`config.mk`:
```
export PLATFORM = sky130hd
export DESIGN_NAME = adcseq_top
export DESIGN_NICKNAME = d
export VERILOG_FILES = /design/src/rtl/adcseq_pkg.sv /design/src/rtl/adcseq_top.sv
export VERILOG_INCLUDE_DIRS = /design/src /design/src/rtl
export SDC_FILE = /design/constraint.sdc
export NUM_CORES = 1
export LEC_CHECK = 0
export BUFFER_PORTS_ARGS = -buffer_cell sky130_fd_sc_hd__buf_4
export CORE_UTILIZATION = 57
export CTS_BUF_LIST = sky130_fd_sc_hd__clkbuf_4
export CTS_CLUSTER_DIAMETER = 100
export DETAILED_ROUTE_END_ITERATION = 16
export HOLD_SLACK_MARGIN = 0.05
export PLACE_DENSITY = 0.77
export SYNTH_ARGS = -nofsm -noshare
export SYNTH_HDL_FRONTEND = slang
export SYNTH_SLANG_ARGS = --single-unit
```
`constraint.sdc`:
```
create_clock -name aclk -period 9.85 [get_ports aclk]
set_input_delay 0.985 -clock aclk [delete_from_list [all_inputs] [get_ports aclk]]
set_output_delay 0.985 -clock aclk [all_outputs]
set_load 0.02 [all_outputs]
```
`src/rtl/adcseq_regs.svh`:
```
// register offsets, field positions and timing counts
`ifndef ADCSEQ_REGS_SVH
`define ADCSEQ_REGS_SVH
`define ADCSEQ_OFF_CTRL      8'h00
`define ADCSEQ_OFF_CFG       8'h04
`define ADCSEQ_OFF_RESULT    8'h08
`define ADCSEQ_OFF_PRIOR     8'h0c
`define ADCSEQ_OFF_SUM       8'h10
`define ADCSEQ_OFF_DEV       8'h14
`define ADCSEQ_OFF_LTH       8'h18
`define ADCSEQ_OFF_UTH       8'h1c
`define ADCSEQ_OFF_STAT      8'h20
`define ADCSEQ_OFF_MASK      8'h24
`define ADCSEQ_OFF_CAP       8'h28
`define ADCSEQ_OFF_SETPT     8'h2c
`define ADCSEQ_CTRL_ON       0
`define ADCSEQ_CTRL_GO       1
`define ADCSEQ_CTRL_REPEAT_CONVERSION_BIT     2
`define ADCSEQ_CFG_PSIS      0
`define ADCSEQ_CFG_DSEN      1
`define ADCSEQ_CFG_RCOSC     2
`define ADCSEQ_CFG_TMD_LO    3
`define ADCSEQ_CFG_TRG_LO    6
`define ADCSEQ_ST_CONV       0
`define ADCSEQ_ST_THR        1
`define ADCSEQ_ST_COMPUTATION_DONE_FLAG       2
`define ADCSEQ_ST_BELOW      3
`define ADCSEQ_ST_ABOVE      4
`define ADCSEQ_CAP_W         5
`define ADCSEQ_INSTR_NS      80
`define ADCSEQ_CLK_NS        20
`define ADCSEQ_INSTR_CYC     ((`ADCSEQ_INSTR_NS + `ADCSEQ_CLK_NS - 1) / `ADCSEQ_CLK_NS)
`endif

```
`src/rtl/adcseq_pkg.sv`:
```
// types of the conversion sequencer
package adcseq_pkg;
    typedef enum logic [4:0] {
        ST_IDLE  = 5'b00001,
        ST_DELAY = 5'b00010,
        ST_CONV  = 5'b00100,
        ST_COMPUTATION_DONE_FLAG  = 5'b01000,
        ST_OFF   = 5'b10000
    } adcseq_state_t;
    // first field is the top bit: b7:6 trigger, b5:3 mode, b2 osc, b1 double, b0 prior
    typedef struct packed {
        logic [1:0] trg_sel;
        logic [2:0] tmd;
        logic       rcosc;
        logic       dsen;
        logic       psis;
    } adcseq_cfg_t;
endpackage

```
`src/rtl/adcseq_top.sv`:
```
// conversion sequencer with axi4-lite register slave
`timescale 1ns/1ps
`default_nettype none
`include "adcseq_regs.svh"
// Overview of operation
// - nothing converts until software sets the enable bit.
// - conversions start by go bit, selected trigger or continuous retrigger.
// - with prior select set, old result is copied before new result lands.
// - go clears at completion unless repeat bit is set.
// - each completion sets conversion flag, computation_done_flag flag and adds to sum.
// - deviation recomputed every conversion, or every second with double sample.
// - recomputed deviation meeting threshold mode sets threshold flag.
// - filter and threshold results follow the conversion flag by a cycle.
// - conversion in sleep proceeds only with dedicated oscillator clock.
// - dedicated oscillator adds one instruction cycle before conversion.
// - completion in sleep with interrupt enabled raises wake.
// - completion in sleep with interrupt disabled powers down, enable stays.
// - trigger in sleep with dedicated oscillator runs full conversion.
// - trigger in sleep on other clocks is held pending until wake.
// - five-bit extra capacitor field, code equals picofarads, upper bits zero.
// - thresholds compared to deviation set below and above flags.
module adcseq_top
    import adcseq_pkg::*;
(
    input  wire logic        aclk,
    input  wire logic        aresetn,
    input  wire logic [7:0]  s_axi_awaddr,
    input  wire logic        s_axi_awvalid,
    output logic             s_axi_awready,
    input  wire logic [31:0] s_axi_wdata,
    input  wire logic [3:0]  s_axi_wstrb,
    input  wire logic        s_axi_wvalid,
    output logic             s_axi_wready,
    output logic [1:0]       s_axi_bresp,
    output logic             s_axi_bvalid,
    input  wire logic        s_axi_bready,
    input  wire logic [7:0]  s_axi_araddr,
    input  wire logic        s_axi_arvalid,
    output logic             s_axi_arready,
    output logic [31:0]      s_axi_rdata,
    output logic [1:0]       s_axi_rresp,
    output logic             s_axi_rvalid,
    input  wire logic        s_axi_rready,
    input  wire logic [3:0]  ext_trigger,
    input  wire logic        sleep_mode,
    output logic             conv_start,
    input  wire logic        conv_done,
    input  wire logic [15:0] conv_data,
    output logic             analog_power,
    output logic [4:0]       extra_sample_cap,
    output logic             wake_request,
    output logic             irq
);
    localparam int DLY_CYC = `ADCSEQ_INSTR_CYC;

    logic [2:0]    converter_control_reg_ff;
    adcseq_cfg_t   cfg_ff;
    logic [15:0]   conversion_result_ff;
    logic [15:0]   prior_result_ff;
    logic [31:0]   running_sum_ff;
    logic [15:0]   deviation_ff;
    logic [15:0]   lower_threshold_ff;
    logic [15:0]   upper_threshold_ff;
    logic [15:0]   setpoint_ff;
    logic [4:0]    status_ff;
    logic [4:0]    mask_ff;
    logic [4:0]    cap_ff;
    adcseq_state_t state_ff;
    logic [3:0]    dly_ff;
    logic          trig_prev_ff;
    logic          pend_ff;
    logic          odd_ff;
    logic          wake_ff;
    logic          start_ff;
    logic          aw_ff;
    logic          w_ff;
    logic [7:0]    awaddr_ff;
    logic [31:0]   wdata_ff;
    logic          wstrb0_ff;
    logic          bvalid_ff;
    logic          rvalid_ff;
    logic [31:0]   rdata_ff;

    // axi4-lite write channel: address and data latched independently
    logic wr_fire;
    assign s_axi_awready = ~aw_ff & ~bvalid_ff;
    assign s_axi_wready  = ~w_ff & ~bvalid_ff;
    assign wr_fire       = aw_ff & w_ff & ~bvalid_ff;
    assign s_axi_bvalid  = bvalid_ff;
    assign s_axi_bresp   = 2'h0;

    always_ff @(posedge aclk) begin
        if (!aresetn) begin
            aw_ff     <= 1'b0;
            w_ff      <= 1'b0;
            awaddr_ff <= 8'h00;
            wdata_ff  <= 32'h0000_0000;
            wstrb0_ff <= 1'b0;
            bvalid_ff <= 1'b0;
        end else begin
            if (s_axi_awvalid && s_axi_awready) begin
                aw_ff     <= 1'b1;
                awaddr_ff <= s_axi_awaddr;
            end
            if (s_axi_wvalid && s_axi_wready) begin
                w_ff      <= 1'b1;
                wdata_ff  <= s_axi_wdata;
                wstrb0_ff <= s_axi_wstrb[0];
            end
            if (wr_fire) begin
                aw_ff     <= 1'b0;
                w_ff      <= 1'b0;
                bvalid_ff <= 1'b1;
            end else if (bvalid_ff && s_axi_bready) begin
                bvalid_ff <= 1'b0;
            end
        end
    end

    logic wr_ctrl, wr_stat;
    logic [7:0] wb0;
    assign wr_ctrl = wr_fire && awaddr_ff == `ADCSEQ_OFF_CTRL;
    assign wr_stat = wr_fire && awaddr_ff == `ADCSEQ_OFF_STAT;
    assign wb0     = wdata_ff[7:0];

    // trigger select and rising edge detection
    logic trig_sel, trig_rise;
    assign trig_sel  = ext_trigger[cfg_ff.trg_sel];
    assign trig_rise = trig_sel & ~trig_prev_ff;

    logic on, go, repeat_conversion_bit, idle, start_req, can_run;
    assign on   = converter_control_reg_ff[`ADCSEQ_CTRL_ON];
    assign go   = converter_control_reg_ff[`ADCSEQ_CTRL_GO];
    assign repeat_conversion_bit = converter_control_reg_ff[`ADCSEQ_CTRL_REPEAT_CONVERSION_BIT];
    assign idle = state_ff == ST_IDLE;
    assign can_run = ~sleep_mode | cfg_ff.rcosc;
    assign start_req = on & idle & can_run & (go | pend_ff);

    // threshold evaluation on the new deviation
    logic [15:0] dev_new;
    logic        below, above, thr_hit, do_err;
    assign dev_new = conv_data - setpoint_ff;
    assign below   = $signed(dev_new) < $signed(lower_threshold_ff);
    assign above   = $signed(dev_new) > $signed(upper_threshold_ff);
    assign do_err  = ~cfg_ff.dsen | odd_ff;
    always_comb begin
        unique case (cfg_ff.tmd)
            3'h1:    thr_hit = below;
            3'h2:    thr_hit = ~below & ~above;
            3'h3:    thr_hit = below | above;
            3'h4:    thr_hit = above;
            3'h7:    thr_hit = 1'b1;
            default: thr_hit = 1'b0;
        endcase
    end

    logic done_ev;
    assign done_ev = state_ff == ST_CONV && conv_done;

    always_ff @(posedge aclk) begin
        if (!aresetn) begin
            state_ff <= ST_IDLE;
            dly_ff   <= 4'h0;
            start_ff <= 1'b0;
        end else begin
            start_ff <= 1'b0;
            unique case (state_ff)
                ST_IDLE: begin
                    if (start_req) begin
                        if (cfg_ff.rcosc) begin
                            state_ff <= ST_DELAY;
                            dly_ff   <= 4'(DLY_CYC - 1);
                        end else begin
                            state_ff <= ST_CONV;
                            start_ff <= 1'b1;
                        end
                    end
                end
                ST_DELAY: begin
                    if (dly_ff == 4'h0) begin
                        state_ff <= ST_CONV;
                        start_ff <= 1'b1;
                    end else begin
                        dly_ff <= dly_ff - 4'h1;
                    end
                end
                ST_CONV: begin
                    if (conv_done) begin
                        state_ff <= ST_COMPUTATION_DONE_FLAG;
                    end
                end
                ST_COMPUTATION_DONE_FLAG: begin
                    if (sleep_mode && !mask_ff[`ADCSEQ_ST_CONV]) begin
                        state_ff <= ST_OFF;
                    end else begin
                        state_ff <= ST_IDLE;
                    end
                end
                ST_OFF: begin
                    if (!sleep_mode || !on) begin
                        state_ff <= ST_IDLE;
                    end
                end
            endcase
        end
    end

    assign conv_start   = start_ff;
    assign analog_power = on & (state_ff != ST_OFF);

    // control register: go self-clears unless continuous
    always_ff @(posedge aclk) begin
        if (!aresetn) begin
            converter_control_reg_ff <= 3'h0;
        end else if (wr_ctrl && wstrb0_ff) begin
            converter_control_reg_ff <= wb0[2:0];
        end else if (done_ev && !repeat_conversion_bit) begin
            converter_control_reg_ff[`ADCSEQ_CTRL_GO] <= 1'b0;
        end
    end

    // pending trigger; also continuous retrigger via go held set
    always_ff @(posedge aclk) begin
        if (!aresetn) begin
            trig_prev_ff <= 1'b0;
            pend_ff      <= 1'b0;
        end else begin
            trig_prev_ff <= trig_sel;
            if (trig_rise && on) begin
                pend_ff <= 1'b1;
            end else if (start_req) begin
                pend_ff <= 1'b0;
            end
        end
    end

    // result, prior, sum
    always_ff @(posedge aclk) begin
        if (!aresetn) begin
            conversion_result_ff <= 16'h0000;
            prior_result_ff      <= 16'h0000;
            running_sum_ff       <= 32'h0000_0000;
        end else if (done_ev) begin
            if (cfg_ff.psis) begin
                prior_result_ff <= conversion_result_ff;
            end
            conversion_result_ff <= conv_data;
            running_sum_ff <= running_sum_ff + {16'h0000, conv_data};
        end else if (wr_fire && awaddr_ff == `ADCSEQ_OFF_SUM) begin
            running_sum_ff <= wdata_ff;
        end
    end

    // deviation registered a cycle after the result; pairing counter registered with the result
    logic        computation_done_flag_ev, thr_ev;
    logic [15:0] dev_hold_ff;
    logic        thr_hold_ff, be_ff, ab_ff, err_hold_ff;
    always_ff @(posedge aclk) begin
        if (!aresetn) begin
            odd_ff       <= 1'b0;
            deviation_ff <= 16'h0000;
            dev_hold_ff  <= 16'h0000;
            thr_hold_ff  <= 1'b0;
            be_ff        <= 1'b0;
            ab_ff        <= 1'b0;
            err_hold_ff  <= 1'b0;
        end else begin
            if (done_ev) begin
                odd_ff      <= cfg_ff.dsen ? ~odd_ff : 1'b0;
                dev_hold_ff <= dev_new;
                thr_hold_ff <= thr_hit;
                be_ff       <= below;
                ab_ff       <= above;
                err_hold_ff <= do_err;
            end
            if (state_ff == ST_COMPUTATION_DONE_FLAG && err_hold_ff) begin
                deviation_ff <= dev_hold_ff;
            end
        end
    end
    assign computation_done_flag_ev = state_ff == ST_COMPUTATION_DONE_FLAG;
    assign thr_ev  = computation_done_flag_ev & err_hold_ff & thr_hold_ff;

    // sticky status, set wins over write-one-clear
    logic [4:0] set_v;
    assign set_v = {computation_done_flag_ev & err_hold_ff & ab_ff, computation_done_flag_ev & err_hold_ff & be_ff,
                    done_ev, thr_ev, done_ev};
    always_ff @(posedge aclk) begin
        if (!aresetn) begin
            status_ff <= 5'h00;
        end else begin
            status_ff <= (status_ff & ~((wr_stat && wstrb0_ff) ? wb0[4:0] : 5'h00))
                         | set_v;
        end
    end

    always_ff @(posedge aclk) begin
        if (!aresetn) begin
            wake_ff <= 1'b0;
        end else begin
            wake_ff <= sleep_mode & computation_done_flag_ev & mask_ff[`ADCSEQ_ST_CONV];
        end
    end
    assign wake_request = wake_ff;
    assign irq = |(status_ff & mask_ff);

    // configuration registers
    always_ff @(posedge aclk) begin
        if (!aresetn) begin
            cfg_ff             <= '0;
            lower_threshold_ff <= 16'h0000;
            upper_threshold_ff <= 16'h0000;
            setpoint_ff        <= 16'h0000;
            mask_ff            <= 5'h00;
            cap_ff             <= 5'h00;
        end else if (wr_fire && wstrb0_ff) begin
            unique case (awaddr_ff)
                `ADCSEQ_OFF_CFG:   cfg_ff <= wb0;
                `ADCSEQ_OFF_LTH:   lower_threshold_ff <= wdata_ff[15:0];
                `ADCSEQ_OFF_UTH:   upper_threshold_ff <= wdata_ff[15:0];
                `ADCSEQ_OFF_SETPT: setpoint_ff <= wdata_ff[15:0];
                `ADCSEQ_OFF_MASK:  mask_ff <= wb0[4:0];
                `ADCSEQ_OFF_CAP:   cap_ff <= wb0[4:0];
                default: ;
            endcase
        end
    end
    assign extra_sample_cap = cap_ff;

    // read channel
    logic [31:0] rd_mux;
    always_comb begin
        unique case (s_axi_araddr)
            `ADCSEQ_OFF_CTRL:   rd_mux = {29'h0, converter_control_reg_ff};
            `ADCSEQ_OFF_CFG:    rd_mux = {24'h0, cfg_ff};
            `ADCSEQ_OFF_RESULT: rd_mux = {16'h0, conversion_result_ff};
            `ADCSEQ_OFF_PRIOR:  rd_mux = {16'h0, prior_result_ff};
            `ADCSEQ_OFF_SUM:    rd_mux = running_sum_ff;
            `ADCSEQ_OFF_DEV:    rd_mux = {16'h0, deviation_ff};
            `ADCSEQ_OFF_LTH:    rd_mux = {16'h0, lower_threshold_ff};
            `ADCSEQ_OFF_UTH:    rd_mux = {16'h0, upper_threshold_ff};
            `ADCSEQ_OFF_STAT:   rd_mux = {27'h0, status_ff};
            `ADCSEQ_OFF_MASK:   rd_mux = {27'h0, mask_ff};
            `ADCSEQ_OFF_CAP:    rd_mux = {27'h0, cap_ff};
            `ADCSEQ_OFF_SETPT:  rd_mux = {16'h0, setpoint_ff};
            default:            rd_mux = 32'h0000_0000;
        endcase
    end
    assign s_axi_arready = ~rvalid_ff;
    assign s_axi_rvalid  = rvalid_ff;
    assign s_axi_rdata   = rdata_ff;
    assign s_axi_rresp   = 2'h0;
    always_ff @(posedge aclk) begin
        if (!aresetn) begin
            rvalid_ff <= 1'b0;
            rdata_ff  <= 32'h0000_0000;
        end else if (s_axi_arvalid && s_axi_arready) begin
            rvalid_ff <= 1'b1;
            rdata_ff  <= rd_mux;
        end else if (rvalid_ff && s_axi_rready) begin
            rvalid_ff <= 1'b0;
        end
    end

    a_no_start_off: assert property (@(posedge aclk) disable iff (!aresetn)
        conv_start |-> $past(on)) else $error("start while disabled");
    a_go_clears: assert property (@(posedge aclk) disable iff (!aresetn)
        done_ev && !repeat_conversion_bit && !wr_ctrl |=> !go) else $error("go not cleared");
    a_go_holds: assert property (@(posedge aclk) disable iff (!aresetn)
        done_ev && repeat_conversion_bit && go && !wr_ctrl |=> go) else $error("go lost in repeat_conversion_bit");
    a_conv_flag: assert property (@(posedge aclk) disable iff (!aresetn)
        done_ev |=> status_ff[`ADCSEQ_ST_CONV] && status_ff[`ADCSEQ_ST_COMPUTATION_DONE_FLAG])
        else $error("completion flags missing");
    a_sum_add: assert property (@(posedge aclk) disable iff (!aresetn)
        done_ev |=> running_sum_ff == $past(running_sum_ff) + {16'h0000, $past(conv_data)})
        else $error("sum not updated");
    a_prior_copy: assert property (@(posedge aclk) disable iff (!aresetn)
        done_ev && cfg_ff.psis |=> prior_result_ff == $past(conversion_result_ff))
        else $error("prior not copied");
    a_rc_delay: assert property (@(posedge aclk) disable iff (!aresetn)
        idle && start_req && cfg_ff.rcosc |-> ##1 !conv_start [*4] ##1 conv_start)
        else $error("oscillator delay wrong");
    a_sleep_gate: assert property (@(posedge aclk) disable iff (!aresetn)
        conv_start |-> $past(can_run, 1) || $past(state_ff == ST_DELAY))
        else $error("conversion in sleep");
    a_thr_flag: assert property (@(posedge aclk) disable iff (!aresetn)
        thr_ev |=> status_ff[`ADCSEQ_ST_THR]) else $error("threshold flag missing");
endmodule
`default_nettype wire

```
[Yosys cells after proc, flatten, opt, wreduce, memory -nomap -nowiden]
Cells that the tools add are included.
Storage, ports and cells
  register bits after elaboration: 265
  input port bits: 81
  output and inout bits: 50
  word-level logic and storage cells: 186
Cells by class
  $add $sub $neg: 3
  $lt $le $gt $ge: 3
  equality and inequality tests: 36
  mux-type cells: 31
  bitwise operators: 35
  reduce and logical (&&, ||, !) cells: 41
Operator list (count)
  $pmux 32 s12: 1
  $eq 8x6->1 const B: 8
  $mux 32: 2
  $eq 8x5->1 const B: 7
  $add 32x16->32: 1
  $mux 5: 6
  $pmux 5 s5: 1
  $and 1x1->1: 16
  $eq 8x3->1 const B: 2
  $eq 8x4->1 const B: 2
  $gt 16x16->1: 1
  $logic_and 1x1->1: 16
  $logic_not 8->1: 2
  $lt 16x16->1: 1
  $sub 16x16->16: 1
  $reduce_and 2->1: 7
  $mux 1: 13
  $mux 4: 3
  $reduce_bool 2->1: 6
  $not 1->1: 11
  $and 5x5->5: 2
  $ne 2x2->1 const B: 5
  $pmux 4 s2: 1
  $reduce_and 4->1: 2
  24 further kinds: 32

[Longest topological paths before layout]
  depth after elaboration: 8
  gate-level depth with buffers: 19
  mapped depth without buffers: 19

[Worst setup path before layout]
OpenSTA, ideal clock, no wires.
  path kind: input to register
  start point: in conv_data[0]
  end point: reg thr_hold_ff
  library setup time: 0.116 ns
  arrival: 4.634 ns
  data required time: 9.734 ns
  slack: 5.100 ns
  cell stages on the path: 18
  path buffers: 0
  path through: inv_1 > ha_1 > fa_1 > nor2b_1 > o21a_1 > o21ai_0 > a21oi_1 > a211oi_1 > o311ai_0 > xor2_1 > ha_1 > nand4_1 > a2111oi_0 > nor4_1 > mux2_2 > nor2b_1 > a311o_1 > a31o_2
On the way
  longest elaborated chain between the ends: 5
  elaborated cells on any way between the ends: 8
  those cells by class: add/sub: 1; order compare: 2; mux: 1; bitwise: 4
Ends and longest elaborated chain
  start: declaration: RTL line adcseq_top.sv:48  | input wire logic [15:0] conv_data,
  $sub 16x16->16 (*): RTL line adcseq_top.sv:142  | assign dev_new = conv_data - setpoint_ff;
  via dev_new[14]: RTL line adcseq_top.sv:140  | logic [15:0] dev_new;
  $lt 16x16->1 / $gt 16x16->1 (equally long branches): RTL line adcseq_top.sv:143, adcseq_top.sv:144
  $not 1->1: RTL line adcseq_top.sv:149  | 3'h2: thr_hit = ~below & ~above;
  $and 1x1->1: RTL line adcseq_top.sv:149
  $pmux 1 s5 (*): RTL line adcseq_top.sv:147  | unique case (cfg_ff.tmd)
  end signal: assignment: RTL line adcseq_top.sv:271  | thr_hold_ff <= thr_hit;
  end: declaration: RTL line adcseq_top.sv:257  | logic thr_hold_ff, be_ff, ab_ff, err_hold_ff;
The timed path passes the listed nets; every way through them passes the cells marked *.
A chain may end at the register's enable or synchronous reset.

[Worst setup path after layout]
Ends and elaborated chain as after synthesis.

==> reports/results.ini <==
[drt]
routed-via-count=12443
route.detailed.wl_per_inst_um=19.3
drt_first_iter_violations=1407
remaining_drc_errors=0
drtAntennaViolNets=0
firstDrtPassIters=5
vias_per_cell=6.10
detail_route.wirelength_um=39500

[cts]
worst_path_clk_slew_ns=0.07
tritoncts=built
h-tree-depth=3
postCtsResizedCells=0
clock_tree.buffer_depth=3
clock_latency_ns=0.70
post_cts.repair.setup_buffers=0
clock-sinks=265
cts-buffers-inserted=72
ctsHoldBuffers=0
clockRootBuffer=clkbuf_4

[synth]
yosys-mux-area-fraction_pct=3.49
post_synth_inst_count=1604
synth_area_per_cell_um2=8.11
yosys.area_share.simple_pct=20.1
synth_top_cells_by_area=dfxtp_1 (41%), nand2_1 (9.8%), a21oi_1 (7.5%)
synth_most_common_cell=nand2_1
synth_edf_count=0
post_synth_num_cell_types=81
synth_adder_area_share_pct=6.37
synthTopCellsByCount=nand2_1 (339), dfxtp_1 (265), a21oi_1 (194), nor2_1 (131), clkbuf_1 (70)
synth.yosys.warnings=0
library_cell_occupying_the_most_area_in_the_post_synthesis_netlist=dfxtp_1
synth_compound_area_share_pct=22.4
dominant_combinational_cell_family_by_area_after_synthesis=compound AO/OA/AOI/OAI gates
synth_top_area_share_pct=40.8
post_synth_xor_area_fraction_pct=1.82
async_flop_share_pct=0
yosys_register_bits=265
ys_dominant_reg_cell=dfxtp_1
mappedNetlistArea_um2=13000
portion_of_the_post_synthesis_area_used_by_sequential_elements_pct=40.8

[cells_and_area]
layout.cells.non_filler=2040
finalNetCount=1864
layout-area-overhead-vs-synth_pct=14.4
drive_above_1_share_pct=16.3
final_core_utilization_pct=67.3

[timing]
final_worst_path_cycle_share_pct=49.3
number_of_pins_exceeding_their_max_slew_limit_in_the_final_report=0
timing.clock.skew_ns=0.0607
worst_pin_slew_ns=1.20
rsz0062_at_grt=no
tns_ns=0
max_slew_margin_pct=19.8
timing.hold.ws_ns=0.451
clock.fmax_mhz=206
report.final.hold_viol_count=0
final_report_setup_violation_count=0
finalWorstPathRequiredPeriod_ns=4.86

[worst_setup_path]
setup.worst_path.start=conv_data[0]
timing.critical_path.from_type=primary input
timing_worst_setup_path_type=in2reg
critPathArrivalTime_ns=5.44
critical_path.max_fanout=3
cp.required_ns=10.43
timing.rr.start=setpoint_ff[0]
critPathCaptureType=flip-flop

[die]
core_region_area_um2=22100
die_h_um=153
boundaryPins=131
row_count=54
floorplan.die_area_um2=23400
die_x_um=153
initial_core_util_pct=58.9

[min_path]
hold_start=wdata_ff[28]
worst_hold_path_type=reg2reg

[power]
power.ir.vdd_worst_mv=0.113
power.static_leakage_nw=5.60
switching_power_total_mw=0.823
power.combinational.fraction_pct=17.6
sw_frac_of_total_pct=30.8
power-per-cell-area_nw_per_um2=179
flop_pwr_share_pct=45.5
power.internal_mw=1.85
clk_pwr_share_pct=37.0

[place]
portBuffers=123
place_congestion=0.944
placedCellCount=1924
dp_hpwl_um=26400

[grt]
all_layer_global_routing_usage_pct=33.4
via_count_of_the_first_global_routing_pass=11788
grt_start_max_net_pins=137
grt_pass1_wl_um=61900
grt_overflow=0
antenna_found_initial=1

[run_status]
status=finished, final reports clean

[flow_run]
drv.max_cap_violation_count=0

[final timing paths]
| kind | to | slack (ns) | depth (start not counted) |
|---|---|---|---|
| worst min register to register | wdata_ff[28] | 0.45 | 2 |
| worst min-delay path | wdata_ff[28] | 0.45 | 2 |
| worst max register to register | thr_hold_ff | 5.13 | 17 |
| worst max-delay path | thr_hold_ff | 4.99 | 19 |
[critical path, stage by stage]
cell	delay, ns
buf_4	0.11
inv_1	0.05
ha_1	0.21
fa_1	0.41
nor2b_1	0.14
o21a_1	0.18
o21ai_0	0.15
a21oi_1	0.28
a211oi_1	0.15
o311ai_0	0.49
xor2_1	0.32
ha_1	0.31
nand4_1	0.17
a2111oi_0	0.08
nor4_1	0.27
mux2_2	0.41
nor2b_1	0.16
a311o_1	0.35
a31o_2	0.22
[metrics by stage]
step / area (um^2) / setup slack, ns / power (mW)
after floorplan: 13000 / 5.10 / 1.56
after global placement: 14000 / 4.54 / 1.68
after detailed placement: 14000 / 4.40 / 1.69
after CTS: 14900 / 5.12 / 2.67
after global routing: 14900 / 4.69 / 2.79
final: 14900 / 4.99 / 2.67
[cell usage in the layout (no fill, tap or decap), types with 5 or more instances in the layout]
master	netlist	routed
xnor2_1	19	19
a21oi_1	194	194
xor2_1	8	8
nand2b_1	11	11
o21a_1	11	11
nand4_1	13	13
mux2_2	9	9
nor2_2	0	5
buf_4	6	133
a22oi_1	67	67
o21ai_0	43	43
a222oi_1	16	16
and2_1	8	7
nand3b_1	7	7
clkbuf_4	0	101
mux2i_1	33	33
nor2b_1	11	11
nor2_1	131	126
a22o_1	6	6
a21o_1	6	6
nor3_1	16	16
a31oi_1	5	5
ha_1	63	63
nand2_1	339	339
or2_2	5	5
dfxtp_1	265	265
inv_1	64	63
a311oi_1	10	10
and3_1	11	11
a221oi_1	8	8
clkinv_1	0	6
a211oi_1	33	32
nand3_1	21	21
[power groups by stage]
stage	sequential (mW)	combinational, mW	clock, mW
2_1_floorplan	1.20	0.367	0
3_3_place_gp	1.23	0.451	0
3_5_place_dp	1.23	0.461	0
4_1_cts	1.21	0.464	0.999
5_1_grt	1.22	0.519	1.05
6_report	1.21	0.468	0.987
[final cells by class]
type                       instances  area [um^2]
timing repair buffer             133          998
antenna                            1         2.50
clock inverter                    14          123
clock buffer                     101          758
sequential                       265         5310
fill                            1892         7220
multi-input combinational       1182         7090
tap                              280          350
inverter                          64          245
[cells by family (layout without fill, tap and decap cells)]
group,count (synthesis),count (layout)
muxes,43,43
and+or+nand+nor,600,600
buffers and inverters,160,312
adders and majority gates,65,65
AOI/OAI and AO/OA,443,443
xor gates and xnor gates,27,27
DFF,265,265
other,1,5
[metal layers]
metal / routed length [um] / GRT usage [%] / vias to the layer above
met5: 0 / 0 / -
met4: 1300 / 14.8 / 0
met3: 4380 / 7.46 / 105
met2: 17200 / 50.9 / 660
met1: 16600 / 45.2 / 5770
li1: - / - / 5908
(Power assumes the default switching activity.)
